**src/include/mcbl_pkg.sv**
```systemverilog
// shared constants and types of the machine-check bank logger
package mcbl_pkg;
    // threads and widths
    localparam int THREADS = 4;
    localparam int TID_W = 2;
    localparam int MSR_W = 32;
    // register indices
    localparam logic [31:0] CLOAK_SMI_CONTROL_IDX = 32'h0000_0052;
    localparam logic [31:0] FETCH_BANK_ERROR_ADDRESS_IDX = 32'h0000_0412;
    localparam logic [31:0] AGENT_BANK_CONTROL_IDX = 32'h0000_0414;
    localparam logic [31:0] AGENT_BANK_ERROR_STATUS_IDX = 32'h0000_0415;
    localparam logic [31:0] AGENT_BANK_ERROR_ADDRESS_IDX = 32'h0000_0416;
    // status field positions
    localparam int LOG_VALID_BIT = 63;
    localparam int OVERFLOW_BIT = 62;
    localparam int UNCORRECTED_BIT = 61;
    localparam int ENABLED_BIT = 60;
    localparam int MISC_PRESENT_BIT = 59;
    localparam int ADDRESS_VALID_BIT = 58;
    localparam int CONTEXT_CORRUPTED_BIT = 57;
    localparam int CE_OVERFLOW_BIT = 52;
    localparam int CE_COUNT_HI = 51;
    localparam int CE_COUNT_LO = 38;
    localparam int BUFFER_RAM_BIT = 37;
    localparam int AGENT_ID_HI = 36;
    localparam int AGENT_ID_LO = 32;
    localparam int MODEL_CODE_LO = 16;
    // error codes
    localparam logic [15:0] CODE_RD_CH0 = 16'h0091;
    localparam logic [15:0] CODE_RD_CH1 = 16'h0092;
    localparam logic [15:0] CODE_WR_CH0 = 16'h00a1;
    localparam logic [15:0] CODE_WR_CH1 = 16'h00a2;
    localparam logic [15:0] CODE_BUF_RD = 16'h009f;
    localparam logic [15:0] CODE_BUF_WR = 16'h00af;
    // cloak control layout
    localparam int HIDE_CORRECTED_BIT = 0;
    localparam int PEND_IRQ_BIT = 9;
    localparam logic [63:0] CLOAK_WRITABLE = 64'h0000_0000_0000_0201;
    // reset values
    localparam logic [63:0] STATUS_RESET = 64'h0000_0000_0000_0000;
    localparam logic [63:0] ADDRESS_RESET = 64'h0000_0000_0000_0000;
    localparam logic [63:0] CONTROL_RESET = 64'h0000_0000_0000_0000;
    localparam logic [THREADS-1:0] CLOAK_RESET = 4'h0;

    typedef enum logic [1:0] {
        SRC_MEMORY = 2'h0,
        SRC_BUFFER_RAM = 2'h1,
        SRC_AGENT = 2'h2
    } mcbl_src_type;

    typedef enum logic [2:0] {
        RSP_IDLE = 3'h1,
        RSP_DONE = 3'h2,
        RSP_FAULT = 3'h4
    } mcbl_rsp_type;

    typedef struct packed {
        logic valid;
        logic write;
        logic [MSR_W-1:0] index;
        logic [63:0] data;
        logic [TID_W-1:0] thread;
        logic inSysMgmt;
    } mcbl_req_type;

    typedef struct packed {
        logic valid;
        logic corrected;
        mcbl_src_type src;
        logic isWrite;
        logic channel;
        logic corruptsContext;
        logic [4:0] agentId;
        logic [63:0] addr;
    } mcbl_err_type;
endpackage : mcbl_pkg

```
**src/core/mcbl_logger.sv**
```systemverilog
// machine-check bank logger of the system agent, with cloaking control
`timescale 1ns/1ps
// Notes on behaviour
// RULE1 - second error while valid sets overflow
// RULE2 - uncorrected flag set, zero when corrected
// RULE3 - status bit 60 shows reporting enabled
// RULE4 - status bit 59 always reads zero
// RULE5 - address-valid set when address captured
// RULE6 - context-corrupted set for such uncorrected errors
// RULE7 - count corrected errors in bits 51:38
// RULE8 - bit 52 marks corrected count overflow
// RULE9 - bit 37 buffer parity versus agent error
// RULE10 - requesting agent id in bits 36:32
// RULE11 - memory codes per direction and channel
// RULE12 - buffer RAM codes 009F read, 00AF write
// RULE13 - address register holds faulting physical address
// RULE14 - status cleared by zeros, survives warm reset
// RULE15 - cloak control only in system management mode
// RULE16 - one cloak control per thread
// RULE17 - cloak reserved bits zero, write faults
// RULE18 - hide corrected status outside system management
// RULE19 - pend interrupt on uncorrected, context intact
// RULE20 - control bits act at once
// RULE21 - error outputs go to cores and board
// RULE22 - machine check on parity, ECC, completion
// RULE23 - board ignores outputs until platform reset released
// RULE24 - status and address captured together
module mcbl_logger (
    // clock and resets
    input wire logic mclk,
    input wire logic rst,
    input wire logic warmRst,
    // register access from the executing thread
    input wire mcbl_pkg::mcbl_req_type msrReq,
    output logic msrRspValid,
    output logic msrRspFault,
    output logic [63:0] msrRspData,
    // error sources
    input wire mcbl_pkg::mcbl_err_type errEvent,
    input wire logic unexpectedCompletion,
    input wire logic internalErrorEvent,
    input wire logic [63:0] fetchBankAddr,
    // interrupt handshake per thread
    input wire logic [mcbl_pkg::THREADS-1:0] irqAck,
    output logic [mcbl_pkg::THREADS-1:0] sysMgmtIrqPending,
    // error signalling to cores and board
    output logic machineCheckCoreOutN,
    output logic machineCheckBoardOutN,
    output logic internalErrorCoreOutN,
    output logic internalErrorBoardOutN
);
    typedef struct packed {
        logic [63:0] status;
        logic [63:0] addr;
        logic [63:0] control;
        logic [mcbl_pkg::THREADS-1:0] hideCorrected;
        logic [mcbl_pkg::THREADS-1:0] pendIrq;
        logic [mcbl_pkg::THREADS-1:0] irqPend;
        logic mcN;
        logic ierrN;
        mcbl_pkg::mcbl_rsp_type rsp;
        logic rspValid;
        logic rspFault;
        logic [63:0] rspData;
    } mcbl_state_type;

    mcbl_state_type state_reg;
    mcbl_state_type state_next;

    logic [15:0] errCode;
    logic [63:0] statusView;
    logic [13:0] ceCount;
    logic [14:0] ceSum;
    logic curValid;
    logic curUnc;
    logic newUnc;
    logic takeLog;
    logic rdFault;
    logic wrFault;
    logic isCloak;
    logic [mcbl_pkg::TID_W-1:0] tid;

    // error code from source, direction and channel
    always_comb begin
        errCode = mcbl_pkg::CODE_BUF_RD;
        case (errEvent.src)
            mcbl_pkg::SRC_MEMORY: begin
                if (errEvent.isWrite) begin
                    errCode = errEvent.channel ? mcbl_pkg::CODE_WR_CH1
                                               : mcbl_pkg::CODE_WR_CH0; // RULE11
                end else begin
                    errCode = errEvent.channel ? mcbl_pkg::CODE_RD_CH1
                                               : mcbl_pkg::CODE_RD_CH0; // RULE11
                end
            end
            mcbl_pkg::SRC_BUFFER_RAM, mcbl_pkg::SRC_AGENT: begin
                errCode = errEvent.isWrite ? mcbl_pkg::CODE_BUF_WR
                                           : mcbl_pkg::CODE_BUF_RD; // RULE12
            end
            default: begin
                errCode = mcbl_pkg::CODE_BUF_RD;
            end
        endcase
    end

    // read view of status with cloaking of corrected errors
    always_comb begin
        tid = msrReq.thread;
        statusView = state_reg.status;
        statusView[mcbl_pkg::MISC_PRESENT_BIT] = 1'b0; // RULE4
        statusView[mcbl_pkg::ENABLED_BIT] = |state_reg.control; // RULE3
        if (state_reg.hideCorrected[tid] && !msrReq.inSysMgmt
                && state_reg.status[mcbl_pkg::LOG_VALID_BIT]
                && !state_reg.status[mcbl_pkg::UNCORRECTED_BIT]
                && !state_reg.status[mcbl_pkg::CONTEXT_CORRUPTED_BIT]) begin
            statusView = 64'h0000_0000_0000_0000; // RULE18 RULE20
        end
    end

    always_comb begin
        state_next = state_reg;
        state_next.rsp = mcbl_pkg::RSP_IDLE;
        isCloak = (msrReq.index == mcbl_pkg::CLOAK_SMI_CONTROL_IDX);
        rdFault = 1'b0;
        wrFault = 1'b0;
        curValid = 1'b0;
        curUnc = 1'b0;
        newUnc = 1'b0;
        takeLog = 1'b0;
        ceCount = 14'h0000;
        ceSum = 15'h0000;

        // register access; replies one cycle later, lost in warm reset
        if (msrReq.valid && !warmRst) begin
            state_next.rspData = 64'h0000_0000_0000_0000;
            if (isCloak && !msrReq.inSysMgmt) begin
                rdFault = 1'b1; // RULE15
            end else if (msrReq.write) begin
                case (msrReq.index)
                    mcbl_pkg::CLOAK_SMI_CONTROL_IDX: begin
                        if (|(msrReq.data & ~mcbl_pkg::CLOAK_WRITABLE)) begin
                            wrFault = 1'b1; // RULE17
                        end else begin
                            state_next.hideCorrected[tid] =
                                msrReq.data[mcbl_pkg::HIDE_CORRECTED_BIT]; // RULE16
                            state_next.pendIrq[tid] =
                                msrReq.data[mcbl_pkg::PEND_IRQ_BIT]; // RULE16
                        end
                    end
                    mcbl_pkg::AGENT_BANK_CONTROL_IDX: begin
                        state_next.control = msrReq.data;
                    end
                    mcbl_pkg::AGENT_BANK_ERROR_STATUS_IDX: begin
                        if (|msrReq.data) begin
                            wrFault = 1'b1;
                        end else begin
                            state_next.status = mcbl_pkg::STATUS_RESET; // RULE14
                            state_next.mcN = 1'b1;
                        end
                    end
                    default: begin
                        wrFault = 1'b1;
                    end
                endcase
            end else begin
                case (msrReq.index)
                    mcbl_pkg::CLOAK_SMI_CONTROL_IDX: begin
                        state_next.rspData[mcbl_pkg::HIDE_CORRECTED_BIT] =
                            state_reg.hideCorrected[tid]; // RULE17
                        state_next.rspData[mcbl_pkg::PEND_IRQ_BIT] =
                            state_reg.pendIrq[tid]; // RULE17
                    end
                    mcbl_pkg::FETCH_BANK_ERROR_ADDRESS_IDX: begin
                        state_next.rspData = fetchBankAddr;
                    end
                    mcbl_pkg::AGENT_BANK_CONTROL_IDX: begin
                        state_next.rspData = state_reg.control;
                    end
                    mcbl_pkg::AGENT_BANK_ERROR_STATUS_IDX: begin
                        state_next.rspData = statusView;
                    end
                    mcbl_pkg::AGENT_BANK_ERROR_ADDRESS_IDX: begin
                        state_next.rspData = state_reg.addr;
                    end
                    default: begin
                        rdFault = 1'b1;
                    end
                endcase
            end
            state_next.rsp = (rdFault || wrFault) ? mcbl_pkg::RSP_FAULT
                                                  : mcbl_pkg::RSP_DONE;
            if (rdFault || wrFault) begin
                state_next.rspData = 64'h0000_0000_0000_0000;
            end
        end

        // error logging; an event in the clearing cycle lands on the
        // cleared log so it is never lost
        if (errEvent.valid) begin
            curValid = state_next.status[mcbl_pkg::LOG_VALID_BIT];
            curUnc = state_next.status[mcbl_pkg::UNCORRECTED_BIT];
            newUnc = !errEvent.corrected;
            takeLog = !curValid || (newUnc && !curUnc);
            if (curValid) begin
                state_next.status[mcbl_pkg::OVERFLOW_BIT] = 1'b1; // RULE1
            end
            if (errEvent.corrected) begin
                ceCount = state_next.status[mcbl_pkg::CE_COUNT_HI:
                                            mcbl_pkg::CE_COUNT_LO];
                ceSum = {1'b0, ceCount} + 15'h0001;
                state_next.status[mcbl_pkg::CE_COUNT_HI:
                                  mcbl_pkg::CE_COUNT_LO] = ceSum[13:0]; // RULE7
                if (ceSum[14]) begin
                    state_next.status[mcbl_pkg::CE_OVERFLOW_BIT] = 1'b1; // RULE8
                end
            end
            if (takeLog) begin
                state_next.status[mcbl_pkg::LOG_VALID_BIT] = 1'b1;
                state_next.status[mcbl_pkg::UNCORRECTED_BIT] = newUnc; // RULE2
                state_next.status[mcbl_pkg::CONTEXT_CORRUPTED_BIT] =
                    newUnc && errEvent.corruptsContext; // RULE6
                state_next.status[mcbl_pkg::ADDRESS_VALID_BIT] = 1'b1; // RULE5
                state_next.status[mcbl_pkg::BUFFER_RAM_BIT] =
                    (errEvent.src == mcbl_pkg::SRC_BUFFER_RAM); // RULE9
                state_next.status[mcbl_pkg::AGENT_ID_HI:
                                  mcbl_pkg::AGENT_ID_LO] =
                    (errEvent.src == mcbl_pkg::SRC_AGENT) ? errEvent.agentId
                                                          : 5'h00; // RULE10
                state_next.status[31:mcbl_pkg::MODEL_CODE_LO] = errCode; // RULE11
                state_next.status[15:0] = errCode; // RULE12
                state_next.addr = errEvent.addr; // RULE13 RULE24
            end
            if (newUnc && !errEvent.corruptsContext) begin
                state_next.irqPend = state_next.irqPend
                                     | state_reg.pendIrq; // RULE19 RULE20
            end
            if (newUnc && (|state_reg.control)) begin
                state_next.mcN = 1'b0; // RULE22
            end
        end
        if (unexpectedCompletion && (|state_reg.control)) begin
            state_next.mcN = 1'b0; // RULE22
        end
        if (internalErrorEvent) begin
            state_next.ierrN = 1'b0;
        end

        // acknowledge clears, a new pend in the same cycle wins
        for (int t = 0; t < mcbl_pkg::THREADS; t++) begin
            if (irqAck[t] && !(errEvent.valid && newUnc
                    && !errEvent.corruptsContext && state_reg.pendIrq[t])) begin
                state_next.irqPend[t] = 1'b0;
            end
        end

        // warm reset keeps the error log and bank control
        if (warmRst) begin
            state_next.hideCorrected = mcbl_pkg::CLOAK_RESET; // RULE17
            state_next.pendIrq = mcbl_pkg::CLOAK_RESET; // RULE17
            state_next.irqPend = '0;
            state_next.mcN = 1'b1;
            state_next.ierrN = 1'b1;
            state_next.rsp = mcbl_pkg::RSP_IDLE;
            state_next.rspData = 64'h0000_0000_0000_0000;
        end
        state_next.rspValid = (state_next.rsp != mcbl_pkg::RSP_IDLE);
        state_next.rspFault = (state_next.rsp == mcbl_pkg::RSP_FAULT);
    end

    always_ff @(posedge mclk) begin
        if (rst) begin
            state_reg.status <= mcbl_pkg::STATUS_RESET;
            state_reg.addr <= mcbl_pkg::ADDRESS_RESET;
            state_reg.control <= mcbl_pkg::CONTROL_RESET;
            state_reg.hideCorrected <= mcbl_pkg::CLOAK_RESET;
            state_reg.pendIrq <= mcbl_pkg::CLOAK_RESET;
            state_reg.irqPend <= '0;
            state_reg.mcN <= 1'b1;
            state_reg.ierrN <= 1'b1;
            state_reg.rsp <= mcbl_pkg::RSP_IDLE;
            state_reg.rspValid <= 1'b0;
            state_reg.rspFault <= 1'b0;
            state_reg.rspData <= 64'h0000_0000_0000_0000;
        end else begin
            state_reg <= state_next; // RULE14
        end
    end

    // outputs straight from the state flops
    assign msrRspValid = state_reg.rspValid;
    assign msrRspFault = state_reg.rspFault;
    assign msrRspData = state_reg.rspData;
    assign sysMgmtIrqPending = state_reg.irqPend;
    assign machineCheckCoreOutN = state_reg.mcN; // RULE21
    assign machineCheckBoardOutN = state_reg.mcN; // RULE21
    assign internalErrorCoreOutN = state_reg.ierrN; // RULE21
    assign internalErrorBoardOutN = state_reg.ierrN; // RULE21
endmodule : mcbl_logger

```
**config.mk**
```make
export PLATFORM = sky130hd
export DESIGN_NAME = mcbl_logger
export DESIGN_NICKNAME = d
export VERILOG_FILES = /design/src/include/mcbl_pkg.sv /design/src/core/mcbl_logger.sv
export SDC_FILE = /design/constraint.sdc
export NUM_CORES = 1
export LEC_CHECK = 0
export ABC_AREA = 0
export BUFFER_PORTS_ARGS = -buffer_cell sky130_fd_sc_hd__buf_2
export CORE_MARGIN = 2
export CORE_UTILIZATION = 55
export DETAILED_ROUTE_END_ITERATION = 8
export GPL_ROUTABILITY_DRIVEN = 0
export GPL_TIMING_DRIVEN = 1
export PLACE_DENSITY = 0.83
export SLEW_MARGIN = 10
export SYNTH_ARGS = -nofsm -noshare
export SYNTH_HDL_FRONTEND = slang
export SYNTH_SLANG_ARGS = --single-unit
```
**constraint.sdc**
```tcl
create_clock -name mclk -period 6.7 [get_ports mclk]
set_clock_uncertainty 0.2 [all_clocks]
set_input_delay 0.67 -clock mclk [delete_from_list [all_inputs] [get_ports mclk]]
set_output_delay 0.67 -clock mclk [all_outputs]
set_load 0.005 [all_outputs]
```
==> summary.md <==
Clock tree synthesis selected as its root buffer the cell clkbuf_16. The boundary pin count is 324, and the longest individual stage delay on the worst path is 0.94 ns. The checks that failed: design-rule violations. The count of antenna-violating nets left after detailed routing is 0, and the internal cell power is 2.71 mW. For the sequential cell fraction of total power, the log shows 0.469.

The run gives 266 as the number of sinks driven by the clock tree. The final worst-path cycle share was 0.650. The logs give 10,600 for the number of global-route vias before repair and 0 for the max-slew violation total from the final report. The number of H-tree branching levels was 1.

The count of buffers added on input and output ports is 323. Adding up every negative setup slack in the final design gives 0 ns. The number of antenna violations at the first check in global routing was 10; the detailed-route wire length per cell was 20.2 µm. TritonCTS built the clock tree. The tools report the category of the worst setup path launch point as a primary input. The average size of a mapped cell is 9.13 µm². The number of nets handed over by synthesis was 1,583.

Capture point of the worst reg-to-reg path: msrRspData[20]. The worst hold path terminates at internalErrorBoardOutN. The slowest library cell on the worst path was nor4_2.

The total global routing overflow was 0. Type of the worst setup path: in2reg. Yosys mapped a number of flops with a built-in enable equal to 0. The combinational power share was 0.068. The worst register-to-register path has a depth of 7. The proportion of power drawn by the clock network came out at 0.463. Detailed placement finished with a half-perimeter wire length of 25.8 mm. For flop-to-flop paths, the worst setup slack is 3.74 ns. Clock latency on the worst-skew pair, taken at its later pin, is 0.55 ns.

Dividing total power by cell area gives a power density of 248 nW/µm². The critical path goes through buf_2 -> nor4_1 -> nand4_1 -> nor4_2 -> a21o_1 -> and2_4 -> buf_4 -> mux2i_1. Core utilization of the finished layout: 0.651. Using the TritonRoute via totals, the vias-per-cell ratio works out to 6.05. Of all nets on the critical path, the largest fanout is 58.

In this run, synthesis produced a sequential element count of 266. Placeable core region: 21,800 µm². The commonest register cell after synthesis was dfxtp_1. The tool flagged a number of max-cap violations equal to 0. The cell family contributing the most delay on the critical path is simple AND/OR/NAND/NOR gates.

The number of DRC violations after detailed routing was 2; the number of flip-flops under the largest register name was 194. Buffers added to address setup during post-CTS repair amount to 0. For this run, the number of Yosys warnings is 0. The finished layout holds 1,838 standard cells, fillers aside. After synthesis, the netlist uses 55 different library cells. The relative slew slack was 0.281. In this run the number of cells on the critical path is 8. In this run the worst hold path is classified as in2reg. The critical path data required time was 6.97 ns; the worst ir drop on vdd was 0.000165 V. The die covers 23,300 µm². Summed over all cells, the static leakage comes to 5.67 nW. The clock-pin slew of the registers on the worst-case setup and hold paths was 0.06 ns; the DRC marker count from the first detailed-route iteration was 1,203. The buffers plus inverters on the worst setup path is 2.

At the pin with the least slew margin, the transition time is 1.08 ns. The final count of negative-setup-slack endpoints is 0. The number of hold buffers added after cts came out at 0. Final layout net count: 1,783. Gates resized during post-CTS repair numbered 0. Setup repair after global routing left no endpoint under its margin. The first TritonRoute pass finished after 9 iterations. Measured along the x axis, the die boundary spans 153 µm. Subtracting the final worst setup slack from the clock period gives 4.35 ns. The switching power as a share of total power works out to 0.226. From synthesis to final layout, the design area changed by 16.7%. Including well taps, the total number of placed cells is 1,778.

The highest achievable clock rate came out at 230 MHz. The worst setup path is captured at a flop. The run gives 4.62 ns as the arrival time of data at the critical path endpoint.

The hold path depth was 2; the via total after detailed routing was 11,100. The first global-routing pass estimated 57.4 mm of wire. The global router's overall resource usage was 0.304; the async set-reset flop share out of synthesis was 0. The logs give 0.558 for the initial standard-cell utilization of the core and 0 for the final-report hold violation count.

The analysis attributes to net switching a power of 0.792 mW. The share of post-route cells with drive strength above 1 is 0.263, and the largest net degree at the start of global routing is 127. The longest clock path from root to sink contains 3 buffers. The critical hold path startpoint is internalErrorEvent.

Final hold analysis gives a worst-case slack of 0.111 ns. The flow ran to the end, but the final reports show violations. The run gives 28 as the number of buffers created by CTS. The launch point of the worst reg-to-reg path was state_reg[82].

Combined area of all synthesized cells: 12,100 µm². The die extent in y is 153 µm, and the total wire length is 37.1 mm. The number of standard cells after synthesis is 1,328, and the share of the yosys chip area belonging to registers is 0.439. In this run the core area contains 54 standard-cell rows.
-- kinds of logic after synthesis --
family | share of synthesized area
AND/OR/NAND/NOR | 0.219
AO/OA/AOI/OAI | 0.174
flip-flops | 0.439
buffers and inverters | 0.0923
multiplexers | 0.0631
XOR/XNOR | 0.00794
adder cells (fa/ha/maj) | 0.00516
-- how the worst max path moves through the flow --
stage / startpoint / endpoint
after floorplan: msrReq[72] / state_reg[259]
after global placement: msrReq[51] / state_reg[196]
after detailed placement: msrReq[51] / state_reg[197]
after CTS: msrReq[51] / state_reg[188]
after global routing: msrReq[51] / state_reg[188]
final: msrReq[51] / state_reg[188]
-- area by class of cell --
cell class | count | area, µm²
fillers | 1792 | 7600
multi-input cells | 885 | 5720
flip-flops and latches | 266 | 5330
repair buffers | 335 | 1710
clock buffers | 41 | 840
well taps | 280 | 350
clock inverters | 10 | 145
inverters | 12 | 45.0
diodes | 9 | 22.5
-- metal layers --
metal / track usage / share of wire / routed length, µm / vias to the layer above
met2: 0.505 / 0.47 / 17400 / 690
met3: 0.0538 / 0.097 / 3590 / 95
met4: 0.121 / 0.039 / 1450 / 4
met1: 0.394 / 0.39 / 14600 / 5200
met5: 0 / 0.00073 / 27 / -
li1: - / - / - / 5131
-- power groups by stage --
| stage | clock (mW) | combinational, mW | sequential, mW |
|---|---|---|---|
| after global placement | 0 | 0.230 | 1.68 |
| after global routing | 1.70 | 0.260 | 1.65 |
| after floorplan | 0 | 0.132 | 1.67 |
| after detailed placement | 0 | 0.236 | 1.68 |
| after CTS | 1.64 | 0.238 | 1.64 |
| final | 1.62 | 0.239 | 1.64 |
-- cells in the final DEF, fill, tap and decap left out, drive strengths merged, types with 3 or more instances in the layout --
| master | synthesis | final |
|---|---|---|
| a21oi | 80 | 80 |
| nor3b | 4 | 4 |
| a31oi | 5 | 5 |
| a22o | 16 | 16 |
| nand4 | 15 | 15 |
| and4 | 7 | 7 |
| o41ai | 5 | 5 |
| xor2 | 7 | 7 |
| nand2 | 160 | 160 |
| a222oi | 60 | 60 |
| nand2b | 135 | 135 |
| nor4 | 43 | 43 |
| clkbuf | 63 | 41 |
| mux2i | 72 | 72 |
| a22oi | 56 | 56 |
| ha | 5 | 5 |
| nor2 | 52 | 52 |
| xnor2 | 4 | 4 |
| and3 | 3 | 3 |
| and2 | 26 | 26 |
| nor3 | 6 | 6 |
| dfxtp | 266 | 266 |
| buf | 102 | 335 |
| diode | 0 | 9 |
| o21ai | 70 | 70 |
| inv | 12 | 12 |
| a21o | 5 | 5 |
| a221oi | 4 | 4 |
| bufinv | 0 | 3 |
| clkinv | 0 | 5 |
| nand3 | 18 | 18 |
| nor2b | 7 | 7 |
-- cells in the mapped netlist (3+ instances only) --
master	count	share of area
a21o_1	5	0.0031
a21oi_1	80	0.033
a221oi_1	4	0.0029
a222oi_1	60	0.050
a22o_1	16	0.012
a22oi_1	56	0.035
a31oi_1	5	0.0026
and2_1	25	0.013
and3_1	3	0.0015
and4_1	7	0.0051
buf_12	7	0.012
buf_2	15	0.0062
buf_4	72	0.045
buf_6	7	0.0065
clkbuf_1	63	0.019
dfxtp_1	266	0.44
ha_1	5	0.0052
inv_1	12	0.0037
mux2i_1	72	0.059
nand2_1	160	0.050
nand2b_1	135	0.070
nand3_1	18	0.0074
nand4_1	13	0.0067
nor2_1	52	0.016
nor2b_1	7	0.0036
nor3_1	4	0.0017
nor3b_1	3	0.0019
nor4_1	36	0.019
nor4_2	4	0.0041
nor4_4	3	0.0053
o21ai_0	16	0.0066
o21ai_1	54	0.022
o41ai_1	5	0.0036
xnor2_1	4	0.0029
xor2_1	7	0.0051
-- stage by stage --
stage | instance area [µm²] | setup slack [ns] | power (mW)
final | 14200 | 2.35 | 3.51
after global routing | 14200 | 2.07 | 3.61
after CTS | 14100 | 2.30 | 3.52
after detailed placement | 13200 | 1.73 | 1.91
after global placement | 13200 | 1.81 | 1.91
after floorplan | 12100 | 3.43 | 1.80
No activity file was read; power rests on OpenSTA's default activity.
